File: src/fbo_pkg.sv
// Constants, field layouts and types shared by the flash bus-operation logic
package fbo_pkg;
   localparam int ADDR_W = 21;
   localparam int DATA_W = 16;
   localparam int UPPER_W = 5;
   localparam int CFG_W = 16;
   ////////////////////////////////////////////////////////////////////////////
   // Configuration word layout
   localparam int CFG_READ_MODE_SELECT_BIT = 15;
   localparam int CFG_BUS_INVERSION_BIT = 14;
   localparam int CFG_BURST_LATENCY_FIELD_HI = 13;
   localparam int CFG_BURST_LATENCY_FIELD_LO = 11;
   localparam int CFG_POWERDOWN_ALLOW_BIT = 10;
   localparam int CFG_BURST_ORDER_BIT = 7;
   localparam int CFG_CLK_EDGE_BIT = 6;
   localparam int CFG_BURST_LEN_HI = 2;
   localparam int CFG_BURST_LEN_LO = 0;
   localparam logic [CFG_W-1:0] CFG_RESET = 16'h9000;
   localparam logic [2:0] BURST_LEN_4 = 3'h1;
   localparam logic [2:0] BURST_LEN_8 = 3'h2;
   localparam logic [2:0] LAT_MIN = 3'h2;
   localparam logic [2:0] LAT_MAX = 3'h6;
   ////////////////////////////////////////////////////////////////////////////
   // Identification reads, page size, burst boundary and bank split
   localparam logic [7:0] ID_MAKER_ADDR = 8'h00;
   localparam logic [7:0] ID_PART_ADDR = 8'h01;
   localparam logic [7:0] ID_BLOCK_ADDR = 8'h02;
   localparam int PAGE_WORDS = 4;
   localparam int BOUNDARY_BITS = 5;
   localparam logic [ADDR_W-1:0] BANK_B_BASE = 21'h080000;
   ////////////////////////////////////////////////////////////////////////////
   // Timing and burst states
   localparam int CLK_PERIOD_NS = 8;
   localparam int AUTO_STANDBY_NS = 150;
   localparam int AUTO_STANDBY_CYC = (AUTO_STANDBY_NS + CLK_PERIOD_NS - 1) / CLK_PERIOD_NS;
   typedef enum logic [2:0] {BS_IDLE, BS_LAT, BS_DATA, BS_WAIT, BS_DONE} fbo_burst_t;
endpackage

File: src/fbo_sync.sv
// Two-flop synchroniser for a group of pin levels
`timescale 1ns/1ps
module fbo_sync #(
   parameter int W = 1
) (
   input wire logic clk,
   input wire logic sys_rst,
   input wire logic [W-1:0] d,
   output logic [W-1:0] q
);
   logic [W-1:0] meta_q;
   // First stage feeds only the second stage
   always_ff @(posedge clk) begin
      if (sys_rst) begin
         meta_q <= {W{1'b1}};
         q <= {W{1'b1}};
      end else begin
         meta_q <= d;
         q <= meta_q;
      end
   end
endmodule // fbo_sync

File: src/fbo_flash_bus_ops.sv
// Bus-operation logic of a dual-bank multiplexed-bus flash device
`timescale 1ns/1ps
module fbo_flash_bus_ops #(
   parameter int BLK_W = 6,
   parameter logic [15:0] MAKER_CODE = 16'h0011,
   parameter logic [15:0] PART_CODE = 16'h0022
) (
   input wire logic clk,
   input wire logic sys_rst,
   input wire logic chip_en_n,
   input wire logic out_en_n,
   input wire logic wr_en_n,
   input wire logic latch_en_n,
   input wire logic burst_clk,
   input wire logic hard_reset_pwrdn_n,
   input wire logic write_guard_n,
   input wire logic [fbo_pkg::UPPER_W-1:0] upper_address_lines,
   input wire logic [fbo_pkg::DATA_W-1:0] muxed_addr_data_bus_in,
   output logic [fbo_pkg::DATA_W-1:0] muxed_addr_data_bus_out,
   output logic muxed_addr_data_bus_oe,
   input wire logic bus_inversion_flag_in,
   output logic bus_inversion_flag_out,
   output logic bus_inversion_flag_oe,
   output logic wait_out,
   output logic wait_oe,
   output logic [fbo_pkg::ADDR_W-1:0] arr_addr,
   input wire logic [fbo_pkg::DATA_W-1:0] arr_data,
   input wire logic id_mode,
   input wire logic pe_busy,
   input wire logic pe_bank,
   input wire logic [fbo_pkg::DATA_W-1:0] status_word,
   input wire logic cfg_wr,
   input wire logic [fbo_pkg::CFG_W-1:0] cfg_wdata,
   output logic [fbo_pkg::CFG_W-1:0] cfg_value,
   input wire logic blk_protect,
   input wire logic blk_unprotect,
   input wire logic blk_lock,
   input wire logic pe_req,
   output logic pe_grant,
   output logic pe_refused,
   output logic unprot_refused,
   output logic wr_strobe,
   output logic [fbo_pkg::ADDR_W-1:0] wr_addr,
   output logic [fbo_pkg::DATA_W-1:0] wr_data,
   output logic standby,
   output logic pseudo_standby,
   output logic powerdown
);
   import fbo_pkg::*;
   localparam int SW = 8 + DATA_W + UPPER_W;
   localparam int NBLK = 1 << BLK_W;

   // Decodes the word address of burst step i from start s
   function automatic logic [ADDR_W-1:0] seq_addr(input logic [ADDR_W-1:0] s, input logic [ADDR_W-1:0] i,
                                                  input logic [2:0] len, input logic ilv);
      seq_addr = s + i;
      if (len == BURST_LEN_4) begin
         seq_addr = {s[ADDR_W-1:2], ilv ? (s[1:0] ^ i[1:0]) : (s[1:0] + i[1:0])};
      end else if (len == BURST_LEN_8) begin
         seq_addr = {s[ADDR_W-1:3], ilv ? (s[2:0] ^ i[2:0]) : (s[2:0] + i[2:0])};
      end
   endfunction

   // Counts the bits set in a word
   function automatic logic [4:0] ones(input logic [DATA_W-1:0] v);
      ones = 5'h00;
      for (int b = 0; b < DATA_W; b++) begin
         ones = ones + {4'h0, v[b]};
      end
   endfunction

   ////////////////////////////////////////////////////////////////////////////
   // Pin synchronisation; every pin is asynchronous to clk
   logic [SW-1:0] raw;
   logic [SW-1:0] syn;
   logic [SW-1:0] syn_p_q;
   assign raw = {chip_en_n, out_en_n, wr_en_n, latch_en_n, burst_clk, hard_reset_pwrdn_n, write_guard_n,
                 bus_inversion_flag_in, upper_address_lines, muxed_addr_data_bus_in};

   fbo_sync #(.W(SW)) u_sync (
      .clk(clk),
      .sys_rst(sys_rst),
      .d(raw),
      .q(syn)
   );

   // Previous sample, for edge detection and bus activity
   always_ff @(posedge clk) begin
      if (sys_rst) syn_p_q <= {SW{1'b1}};
      else syn_p_q <= syn;
   end

   logic ce_n_s, oe_n_s, we_n_s, le_n_s, k_s, rp_n_s, wg_n_s, bus_inversion_flag_s;
   logic [DATA_W-1:0] bus_s;
   logic [ADDR_W-1:0] pin_addr;
   assign bus_s = syn[DATA_W-1:0];
   assign pin_addr = syn[ADDR_W-1:0];
   assign {ce_n_s, oe_n_s, we_n_s, le_n_s, k_s, rp_n_s, wg_n_s, bus_inversion_flag_s} = syn[SW-1:ADDR_W];

   ////////////////////////////////////////////////////////////////////////////
   // Configuration word
   logic [CFG_W-1:0] cfg_q;
   logic burst_mode, ilv, bus_inversion_flag_en, pdn_en, cont_lin;
   logic [2:0] lat_raw, lat, blen;
   assign burst_mode = ~cfg_q[CFG_READ_MODE_SELECT_BIT];
   assign bus_inversion_flag_en = cfg_q[CFG_BUS_INVERSION_BIT];
   assign pdn_en = cfg_q[CFG_POWERDOWN_ALLOW_BIT];
   assign ilv = cfg_q[CFG_BURST_ORDER_BIT];
   assign blen = cfg_q[CFG_BURST_LEN_HI:CFG_BURST_LEN_LO];
   assign cont_lin = (blen != BURST_LEN_4) && (blen != BURST_LEN_8) && !ilv;
   assign lat_raw = cfg_q[CFG_BURST_LATENCY_FIELD_HI:CFG_BURST_LATENCY_FIELD_LO];
   // Out-of-range codes are clamped rather than left undefined
   assign lat = (lat_raw < LAT_MIN) ? LAT_MIN : ((lat_raw > LAT_MAX) ? LAT_MAX : lat_raw);

   // Reset pin restores read mode and inversion bits only
   always_ff @(posedge clk) begin
      if (sys_rst) cfg_q <= CFG_RESET;
      else if (!rp_n_s) begin
         cfg_q[CFG_READ_MODE_SELECT_BIT] <= CFG_RESET[CFG_READ_MODE_SELECT_BIT];
         cfg_q[CFG_BUS_INVERSION_BIT] <= CFG_RESET[CFG_BUS_INVERSION_BIT];
      end else if (cfg_wr) cfg_q <= cfg_wdata;
   end

   ////////////////////////////////////////////////////////////////////////////
   // Address capture and edge qualification
   logic writing, k_edge, le_rise, cap;
   logic [ADDR_W-1:0] addr_q;
   assign writing = ~we_n_s | ~syn_p_q[SW-3];
   assign k_edge = ~writing & (cfg_q[CFG_CLK_EDGE_BIT] ? (k_s & ~syn_p_q[SW-5]) : (~k_s & syn_p_q[SW-5]));
   assign le_rise = le_n_s & ~syn_p_q[SW-4];
   assign cap = rp_n_s & ~ce_n_s & (le_rise | (burst_mode & ~le_n_s & k_edge));

   always_ff @(posedge clk) begin
      if (sys_rst) addr_q <= '0;
      else if (cap) addr_q <= pin_addr;
   end

   ////////////////////////////////////////////////////////////////////////////
   // Block protection and lock table
   logic [NBLK-1:0] prot_q, lock_q;
   logic [BLK_W-1:0] cmd_blk, rd_blk;
   logic [ADDR_W-1:0] rd_addr;
   assign cmd_blk = wr_addr[ADDR_W-1 -: BLK_W];
   assign rd_addr = burst_mode ? arr_addr : addr_q;
   assign rd_blk = rd_addr[ADDR_W-1 -: BLK_W];

   generate
      for (genvar g = 0; g < NBLK; g++) begin : g_blk
         // Protect wins over unprotect issued in the same cycle
         always_ff @(posedge clk) begin
            if (sys_rst || !rp_n_s) begin
               prot_q[g] <= 1'b1;
               lock_q[g] <= 1'b0;
            end else if (cmd_blk == BLK_W'(g)) begin
               if (blk_protect) prot_q[g] <= 1'b1;
               else if (blk_unprotect && (!lock_q[g] || wg_n_s)) prot_q[g] <= 1'b0;
               if (blk_lock) lock_q[g] <= 1'b1;
            end
         end
      end
   endgenerate

   // Refusals and grants for the command logic, one cycle after the request
   always_ff @(posedge clk) begin
      if (sys_rst) begin
         unprot_refused <= 1'b0;
         pe_grant <= 1'b0;
         pe_refused <= 1'b0;
      end else begin
         unprot_refused <= blk_unprotect & lock_q[cmd_blk] & ~wg_n_s;
         pe_refused <= pe_req & (prot_q[cmd_blk] | (lock_q[cmd_blk] & ~wg_n_s));
         pe_grant <= pe_req & ~prot_q[cmd_blk] & ~(lock_q[cmd_blk] & ~wg_n_s);
      end
   end

   ////////////////////////////////////////////////////////////////////////////
   // Read word selection
   logic [DATA_W-1:0] page_q [PAGE_WORDS];
   logic [DATA_W-1:0] id_word, base_word, rd_word;
   logic rd_bank;
   assign rd_bank = (rd_addr >= BANK_B_BASE);
   assign id_word = (rd_addr[7:0] == ID_MAKER_ADDR) ? MAKER_CODE :
                    (rd_addr[7:0] == ID_PART_ADDR) ? PART_CODE :
                    (rd_addr[7:0] == ID_BLOCK_ADDR) ? {14'h0000, lock_q[rd_blk], prot_q[rd_blk]} : '0;
   assign base_word = burst_mode ? arr_data : page_q[addr_q[1:0]];
   // Only the bank under program shows status; the other bank reads the array
   assign rd_word = id_mode ? id_word : ((pe_busy && rd_bank == pe_bank) ? status_word : base_word);

   ////////////////////////////////////////////////////////////////////////////
   // Page buffer fill after each address capture in page mode
   logic [2:0] pg_cnt_q;
   logic pg_sv_q;
   logic [1:0] pg_si_q;
   logic pg_load;
   assign pg_load = ~pg_cnt_q[2];

   always_ff @(posedge clk) begin
      if (sys_rst) begin
         pg_cnt_q <= 3'h4;
         pg_sv_q <= 1'b0;
         pg_si_q <= 2'h0;
      end else begin
         pg_cnt_q <= (cap && !burst_mode) ? 3'h0 : (pg_load ? pg_cnt_q + 3'h1 : pg_cnt_q);
         pg_sv_q <= pg_load & ~burst_mode;
         pg_si_q <= pg_cnt_q[1:0];
      end
   end

   // Array word is sampled one clock after its address is registered
   always_ff @(posedge clk) begin
      if (sys_rst) begin
         for (int w = 0; w < PAGE_WORDS; w++) page_q[w] <= '0;
      end else if (pg_sv_q) begin
         page_q[pg_si_q] <= arr_data;
      end
   end

   ////////////////////////////////////////////////////////////////////////////
   // Burst sequencer
   fbo_burst_t bst_q, bst_d;
   logic [ADDR_W-1:0] bstart_q, bidx_q, bidx_d, cur_addr;
   logic [2:0] lat_cnt_q, lat_cnt_d;
   logic [1:0] wcnt_q, wcnt_d;
   logic emit, last, need_wait;
   assign cur_addr = seq_addr(bstart_q, bidx_q, blen, ilv);
   assign last = (blen == BURST_LEN_4) ? (bidx_q == 21'd4) : ((blen == BURST_LEN_8) ? (bidx_q == 21'd8) : 1'b0);
   // Delay on a 32-word crossing grows with the start offset inside its 4-word group
   assign need_wait = cont_lin && (cur_addr[BOUNDARY_BITS-1:0] == '0) && (bidx_q != '0)
                      && (bstart_q[1:0] != 2'h0);

   always_comb begin
      bst_d = bst_q;
      bidx_d = bidx_q;
      lat_cnt_d = lat_cnt_q;
      wcnt_d = wcnt_q;
      emit = 1'b0;
      if (cap && burst_mode) begin
         bst_d = BS_LAT;
         lat_cnt_d = 3'h1;
         bidx_d = '0;
      end else if (k_edge) begin
         unique case (bst_q)
            BS_IDLE, BS_DONE: begin
            end
            BS_LAT: begin
               if (lat_cnt_q + 3'h1 >= lat) begin
                  emit = 1'b1;
                  bst_d = BS_DATA;
               end else lat_cnt_d = lat_cnt_q + 3'h1;
            end
            BS_DATA: begin
               if (last) bst_d = BS_DONE;
               else if (need_wait) begin
                  bst_d = BS_WAIT;
                  wcnt_d = bstart_q[1:0];
               end else emit = 1'b1;
            end
            BS_WAIT: begin
               if (wcnt_q == 2'h1) begin
                  emit = 1'b1;
                  bst_d = BS_DATA;
               end else wcnt_d = wcnt_q - 2'h1;
            end
         endcase
      end
      if (emit) bidx_d = bidx_q + 21'd1;
      if (ce_n_s || !rp_n_s) bst_d = BS_IDLE;
   end

   always_ff @(posedge clk) begin
      if (sys_rst) begin
         bst_q <= BS_IDLE;
         bidx_q <= '0;
         lat_cnt_q <= 3'h0;
         wcnt_q <= 2'h0;
         bstart_q <= '0;
      end else begin
         bst_q <= bst_d;
         bidx_q <= bidx_d;
         lat_cnt_q <= lat_cnt_d;
         wcnt_q <= wcnt_d;
         if (cap) bstart_q <= pin_addr;
      end
   end

   // Array address: page fill in page mode, next burst word in burst mode
   always_ff @(posedge clk) begin
      if (sys_rst) arr_addr <= '0;
      else if (burst_mode) arr_addr <= cur_addr;
      else arr_addr <= {addr_q[ADDR_W-1:2], pg_cnt_q[1:0]};
   end

   ////////////////////////////////////////////////////////////////////////////
   // Output drivers
   logic drive;
   logic inv;
   assign drive = rp_n_s & ~ce_n_s & ~oe_n_s;
   assign inv = bus_inversion_flag_en && (ones(rd_word ^ muxed_addr_data_bus_out) > 5'd8);

   // Burst output changes only on emitted words; page output follows the address
   always_ff @(posedge clk) begin
      if (sys_rst) begin
         muxed_addr_data_bus_out <= '0;
         muxed_addr_data_bus_oe <= 1'b0;
         bus_inversion_flag_out <= 1'b0;
         bus_inversion_flag_oe <= 1'b0;
         wait_out <= 1'b0;
         wait_oe <= 1'b0;
      end else begin
         if (!burst_mode) begin
            muxed_addr_data_bus_out <= rd_word;
            bus_inversion_flag_out <= 1'b0;
         end else if (emit) begin
            muxed_addr_data_bus_out <= inv ? ~rd_word : rd_word;
            bus_inversion_flag_out <= inv;
         end
         muxed_addr_data_bus_oe <= drive;
         bus_inversion_flag_oe <= drive;
         wait_out <= burst_mode & (bst_d == BS_WAIT);
         wait_oe <= drive;
      end
   end

   ////////////////////////////////////////////////////////////////////////////
   // Write capture: ends when either enable rises
   logic wr_act, wr_act_q;
   logic [DATA_W-1:0] wdat_q;
   assign wr_act = rp_n_s & ~ce_n_s & ~we_n_s & oe_n_s;

   always_ff @(posedge clk) begin
      if (sys_rst) begin
         wr_act_q <= 1'b0;
         wdat_q <= '0;
         wr_strobe <= 1'b0;
         wr_addr <= '0;
         wr_data <= '0;
      end else begin
         wr_act_q <= wr_act;
         if (wr_act) wdat_q <= (bus_inversion_flag_en & bus_inversion_flag_s) ? ~bus_s : bus_s;
         wr_strobe <= wr_act_q & ~wr_act;
         if (wr_act_q && !wr_act) begin
            wr_addr <= addr_q;
            wr_data <= wdat_q;
         end
      end
   end

   ////////////////////////////////////////////////////////////////////////////
   // Power states; idle counter saturates so it never wraps
   logic [7:0] idle_q;
   always_ff @(posedge clk) begin
      if (sys_rst) begin
         idle_q <= 8'h00;
         standby <= 1'b1;
         pseudo_standby <= 1'b0;
         powerdown <= 1'b0;
      end else begin
         if (syn != syn_p_q || burst_mode || ce_n_s) idle_q <= 8'h00;
         else if (idle_q < 8'(AUTO_STANDBY_CYC)) idle_q <= idle_q + 8'h01;
         pseudo_standby <= ~burst_mode & ~ce_n_s & (idle_q == 8'(AUTO_STANDBY_CYC));
         standby <= ce_n_s & ~pe_busy;
         powerdown <= pdn_en & ~rp_n_s;
      end
   end

   assign cfg_value = cfg_q;
endmodule // fbo_flash_bus_ops

File: config.mk
export PLATFORM = sky130hd
export DESIGN_NAME = fbo_flash_bus_ops
export DESIGN_NICKNAME = d
export VERILOG_FILES = /design/src/fbo_pkg.sv /design/src/fbo_sync.sv /design/src/fbo_flash_bus_ops.sv
export SDC_FILE = /design/constraint.sdc
export NUM_CORES = 1
export LEC_CHECK = 0
export ABC_AREA = 1
export BUFFER_PORTS_ARGS = -buffer_cell sky130_fd_sc_hd__buf_2
export CELL_PAD_IN_SITES_DETAIL_PLACEMENT = 1
export CELL_PAD_IN_SITES_GLOBAL_PLACEMENT = 1
export CORE_MARGIN = 3
export CORE_UTILIZATION = 35
export CTS_BUF_LIST = sky130_fd_sc_hd__clkbuf_16
export DETAILED_ROUTE_END_ITERATION = 16
export PLACE_DENSITY_LB_ADDON = 0.15
export SETUP_SLACK_MARGIN = 0.02
export SYNTH_ARGS = -nofsm -noshare
export SYNTH_HDL_FRONTEND = slang
export SYNTH_SLANG_ARGS = --single-unit
File: constraint.sdc
create_clock -name clk -period 6.1 [get_ports clk]
set_input_delay 0.61 -clock clk [delete_from_list [all_inputs] [get_ports clk]]
set_output_delay 0.61 -clock clk [all_outputs]
set_load 0.005 [all_outputs]
==> flow_metrics.tcl, run 1 <==
set metrics [dict create \
    post-route-util 0.424 \
    grt_pass1_vias 21940 \
    path_max_fanout 11 \
    slowest_delay_ns 0.52 \
    cpMostUsedCell "nand3_1" \
    grt_max_degree 78 \
    drv_cap 0 \
    via_count 21685 \
    end_kind "flip-flop" \
    wire_per_inst_um 21.3 \
    finalSetupTns_ns 0 \
    postRouteWirelength_mm 85.3 \
    synth.area.top_cells "dfxtp_1 (35%), nand2_1 (8.9%), edfxtp_1 (8.6%), a21oi_1 (6.0%), o21ai_0 (4.9%)" \
    synth_most_common_cell "nand2_1" \
    critical_path_class "reg -> reg" \
    timing.final.crit_share 0.972 \
    fp.dieH_um 259 \
    final.setup.worst_slack_ns 0.173 \
    root_buffer "clkbuf_16" \
    cts-hold-fix-buffers 0 \
    syn_nets 3064 \
    antenna_found_initial 3 \
    worst_ir_drop_vdd_uv 199 \
    slew_viol_final 0 \
    pre_cts_slack_ns -0.0446 \
    vias_per_cell 5.41 \
    drive_above_1_share 0.178 \
    clk_latency_ns 0.61 \
    p_int_mw 5.47 \
    drt_iter0_drc 1603 \
    hold_viol_final 0 \
    p_sw_mw 2.20 \
    yosysUniqueCellTypes 60 \
    syn_inst 2928 \
    clockBufferDepth 3 \
    numCtsBuffers 53 \
    synth_top_area_cell "dfxtp_1" \
    critical_path_arrival_ns 6.46 \
    leakage_nw 11.1 \
    tritoncts "built" \
    grt_pass1_wl_mm 128 \
    syn-cell-area_sq_mm 0.0224 \
    worstMarginPinSlew_ns 1.27 \
    cts_num_sinks 462 \
    async_flop_share 0 \
    syn_to_final_growth_pct 19.6 \
    avgSynthCellArea_sq_um 7.67 \
    hold_class "in -> reg" \
    dp_hpwl_mm 60.1 \
    p_per_area_mw_per_mm2 286 \
    port-buffer-count 188 \
    required_ns 6.63 \
    core_sq_mm 0.0633 \
    die_area_sq_mm 0.0672 \
    fmax_mhz 169 \
    slowest_stage "fa_2" \
    fin_skew_ns 0.0274 \
    clkPwrFrac 0.402 \
    period_needed_ns 5.93 \
    status "finished, final reports clean" \
    clkTransAtPathRegs_ns 0.07 \
    start_kind "flip-flop" \
    cts_max_level 2 \
    detail-route-antenna-nets 0 \
    drt-pass1-iter-count 5 \
    drc_errors 0 \
    nets 3250 \
    num_rows 92 \
    start_util 0.355 \
    die_w_um 259 \
    design.portCount 189 \
    grt_util_all_layers 0.241 \
    yosysSeqAreaShare 0.441 \
    synth_top_area_frac 0.355 \
    synth-seq-cells 462 \
    grt.overflow.total 0 \
    max-slew-margin-rel 0.154 \
    gp_congestion 0.914 \
    synth-edff-count 64 \
    setup_viol 0 \
    pwr-share-seq 0.419 \
    ys_warn_count 0 \
    swShare 0.287 \
    yosys_most_used_dff "dfxtp_1" \
    power_frac_comb 0.179 \
    synth.top_cells.by_count "nand2_1 (535), dfxtp_1 (398), inv_1 (279)" \
]
[per-stage QoR]
stage          hold WS, ns  power (mW)  std cells  cell area [sq um]
6_report             0.176        7.67       4007              26800
5_1_grt              0.164        8.00       4006              26800
4_1_cts              0.147        7.48       3972              26000
3_5_place_dp         0.396        4.37       3874              24300
3_3_place_gp         0.391        4.31       3874              24300
2_1_floorplan        0.389        3.99       2928              22400
[per-layer routing]
layer  GRT usage  vias up  share of wire  wire length [um]
li1            -    10249              -                 -
met1       0.316    10760           0.44             37900
met2       0.413      537           0.49             41400
met3      0.0291      139          0.042              3620
met4      0.0757        0          0.028              2410
met5           0        -              0                 0
[worst max-delay path, delay by kind of cell, from the launching register on]
kind | cells | cell delay [ns]
xor+xnor | 2 | 0.34
compound gates | 1 | 0.22
buf+inv | 6 | 0.60
fa+ha+maj | 6 | 2.66
simple gates | 16 | 1.58
flops | 1 | 0.43
[registers in the layout (all words and copies together), names as in the netlist, 2 cells and up, named ones only]
register,flops
wdat_q,16
u_sync.q,29
wr_addr,21
idle_q,8
arr_addr,21
cfg_value,16
pg_si_q,2
bst_q,3
lat_cnt_q,3
wr_data,16
lock_q,64
page_q,64
wcnt_q,2
u_sync.meta_q,29
prot_q,64
muxed_addr_data_bus_out,16
syn_p_q,29
bstart_q,21
bidx_q,21
pg_cnt_q,3
[power by group through the flow]
stage          clock [mW]  combinational (mW)  sequential, mW
6_report             3.08                1.37            3.22
5_1_grt              3.27                1.51            3.22
4_1_cts              3.15                1.11            3.21
3_5_place_dp            0                1.09            3.28
3_3_place_gp            0                1.03            3.28
2_1_floorplan           0               0.728            3.27
[cells in the final DEF (no fill, tap or decap), types with 8 or more instances in the layout]
cell type and instances:
clkinv_1 14, o21ai_1 23, nor2_1 254, fa_1 9, clkbuf_16 63, a21oi_1 270, nand4_1 17, o22ai_1 73
xnor2_1 20, xor2_1 33, or2_2 69, o211ai_1 32, buf_2 187, clkinv_2 17, nor3_1 19, edfxtp_1 64
o31ai_1 47, nand2_1 524, inv_2 16, a221o_1 18, ha_1 37, dfxtp_1 396, inv_1 282, nand3_2 26
nand3_1 194, o21ai_0 216, a32o_1 12, nor4_1 10, buf_12 12, o211ai_2 15, nand2_2 14, buf_4 70
buf_6 8
[path summary, 6_finish.rpt]
kind                             start  cells after the start  slack [ns]                         end
max                      cfg_value[15]                     31        0.17  muxed_addr_data_bus_out[5]
min          muxed_addr_data_bus_in[4]                      2        0.18            u_sync.meta_q[4]
max reg2reg              cfg_value[15]                     31        0.17  muxed_addr_data_bus_out[5]
min reg2reg          u_sync.meta_q[28]                      1        0.40                u_sync.q[28]
[what timing repair did]
| item | 4_1_cts | 5_1_grt |
|---|---|---|
| setup endpoints to repair | 16 | 16 |
| buffers inserted | 0 | 20 |
| gates cloned | 0 | 11 |
| pin swaps | 0 | 24 |
| gates resized for setup | 7 | 84 |
[area by class of cell]
type	instances	area, sq um
Fill cell	7741	36500
Multi-Input combinational cell	2012	11000
Sequential cell	462	9890
Timing Repair Buffer	287	2030
Clock buffer	54	1350
Inverter	298	1140
Tap cell	846	1060
Clock inverter	44	309
Antenna cell	4	10.0
[kinds of logic after synthesis]
| family | synth area share |
|---|---|
| fa+ha+maj | 0.0310 |
| xor+xnor | 0.0242 |
| compound gates | 0.195 |
| buf+inv | 0.0833 |
| mux | 0.000446 |
| simple gates | 0.225 |
| flops | 0.441 |
Note: power is estimated with default switching activity, not from simulation.
==> inputs of run 2 (changes only) <==
MAX_ROUTING_LAYER = met4   (was default)
==> run 2 against run 1 <==
Compared with the run above:
- cell count hardly changed
- non-clock buffer count stayed put
- core utilization is 0.063 points higher
- setup slack better by 0.052 ns
- global-route usage grew 1.2 points
- die area stayed put
- power down 2.5%
- flip-flop and latch count did not move
- clock skew fell by 0.0039 ns
- critical path type unchanged
==> flow_metrics.tcl, run 2 (synthesis results as in run 1) <==
set metrics [dict create \
    critical_path_class "reg -> reg" \
    swShare 0.287 \
    slowest_stage "fa_2" \
    multiInputGateArea_sq_mm 0.0110 \
    holdWs_ns 0.168 \
    hold_viol_final 0 \
    port-buffer-count 188 \
    end_kind "flip-flop" \
    grt_util_all_layers 0.253 \
    grt.overflow.total 0 \
    antenna_found_initial 0 \
    worst_ir_drop_vdd_uv 204 \
    pre_cts_slack_ns -0.0810 \
    design.portCount 189 \
    wire_per_inst_um 21.5 \
    slowest_delay_ns 0.55 \
    required_ns 6.60 \
    grt_pass1_vias 22129 \
    postRouteWirelength_mm 86.0 \
    rsz0062_at_grt "true" \
    timing.final.crit_share 0.963 \
    fp.dieH_um 259 \
    critical_path_arrival_ns 6.37 \
    die_area_sq_mm 0.0672 \
    reg_top3 "lock_q (64), page_q (64), prot_q (64)" \
    grt_max_degree 92 \
    num_rows 92 \
    ff_latch_area_sq_mm 0.00989 \
    pwr-share-seq 0.430 \
    whs_endpoint "u_sync.meta_q[12]" \
    cts_num_sinks 462 \
    leakage_nw 11.1 \
    routed-wl-met3_mm 3.28 \
    clockBufferDepth 3 \
    min_from "muxed_addr_data_bus_in[12]" \
    path_max_fanout 8 \
    grt_pass1_wl_mm 130 \
    final_cell_mix "nand2_1 (523), dfxtp_1 (396), inv_1 (288)" \
    p_sw_mw 2.14 \
    wl_met2_mm 42.7 \
    tritoncts "built" \
    fin_skew_ns 0.0236 \
    start_util 0.355 \
    dp_hpwl_mm 61.1 \
    fillers 7739 \
    vias_per_cell 5.37 \
    final_common_cell "nand2_1" \
    gp_congestion 0.876 \
    rrSetupSlack_ns 0.23 \
    p_total_mw 7.47 \
    core_sq_mm 0.0633 \
    via_count 21499 \
    period_needed_ns 5.87 \
    syn_to_final_growth_pct 19.7 \
    drt-pass1-iter-count 5 \
    numCtsBuffers 54 \
    clkPwrFrac 0.407 \
    wl_met1_mm 38.1 \
    reg2reg_from "cfg_value[15]" \
    clk_latency_ns 0.62 \
    drt_iter0_drc 1416 \
    cts_max_level 2 \
    finalSetupTns_ns 0 \
    p_per_area_mw_per_mm2 278 \
    max-slew-margin-rel 0.339 \
    fmax_mhz 170 \
    r2r_cells 33 \
    root_buffer "clkbuf_16" \
    drc_errors 0 \
    final.setup.worst_slack_ns 0.225 \
    nets 3251 \
    setup_viol 0 \
    detail-route-antenna-nets 0 \
    power_frac_comb 0.163 \
    top_layer "met4" \
    hold_class "in -> reg" \
    status "finished, final reports clean" \
    num_antenna_cells 0 \
    clkTransAtPathRegs_ns 0.06 \
    slew_viol_final 0 \
    drive_above_1_share 0.180 \
    start_kind "flip-flop" \
    r2r-end "muxed_addr_data_bus_out[1]" \
    p_int_mw 5.33 \
    worstMarginPinSlew_ns 0.982 \
    whs_path_depth 2 \
    die_w_um 259 \
    drv_cap 0 \
]
## run 2: power by group through the flow
stage	sequential (mW)	clock, mW	combinational (mW)
CTS	3.21	3.11	1.10
global route	3.22	3.22	1.37
finish	3.22	3.04	1.22
detailed placement	3.28	0	1.07
global placement	3.28	0	1.04
floorplan	3.27	0	0.728
## run 2: how the worst max path moves through the flow
stage | to | depth (start not counted) | slack (ns) | from
5_1_grt | muxed_addr_data_bus_out[1] | 33 | -0.03 | cfg_value[15]
2_1_floorplan | muxed_addr_data_bus_out[4] | 31 | 0.62 | cfg_value[15]
3_3_place_gp | muxed_addr_data_bus_out[12] | 29 | 0.15 | cfg_value[15]
6_report | muxed_addr_data_bus_out[1] | 33 | 0.23 | cfg_value[15]
4_1_cts | muxed_addr_data_bus_out[10] | 31 | 0.02 | cfg_value[15]
3_5_place_dp | muxed_addr_data_bus_out[13] | 29 | -0.08 | cfg_value[15]
## run 2: layout make-up
type | count | area share
Inverter | 298 | 0.0426
Clock inverter | 45 | 0.0107
Clock buffer | 54 | 0.0503
Tap cell | 846 | 0.0394
Timing Repair inverter | 1 | 0.000326
Sequential cell | 462 | 0.368
Timing Repair Buffer | 287 | 0.0777
Multi-Input combinational cell | 2011 | 0.411
## run 2: layer usage
| metal | vias up | GRT usage |
|---|---|---|
| met5 | - | - |
| met2 | 449 | 0.432 |
| met1 | 10682 | 0.322 |
| li1 | 10243 | - |
| met3 | 125 | 0.0252 |
| met4 | 0 | 0.0629 |
## run 2: per-stage QoR
stage / instance area [sq um] / instances / utilization
final: 26900 / 4004 / 0.425
after detailed placement: 24300 / 3876 / 0.384
after global routing: 26900 / 4004 / 0.425
after CTS: 26000 / 3978 / 0.411
after floorplan: 22400 / 2928 / -
after global placement: 24300 / 3876 / 0.384
## run 2: repair_timing
item	4_1_cts	5_1_grt
pin swaps	1	23
hold buffers	0	0
setup endpoints to repair	13	17
gates cloned	2	16
resized for setup	7	90
setup buffers	1	10
## run 2: worst max-delay path: cells and delay by family (launching register included)
kind / cells / cell delay (ns)
compound gates: 2 / 0.34
xor+xnor: 1 / 0.14
fa+ha+maj: 6 / 2.67
buf+inv: 8 / 0.84
flops: 1 / 0.38
simple gates: 16 / 1.37
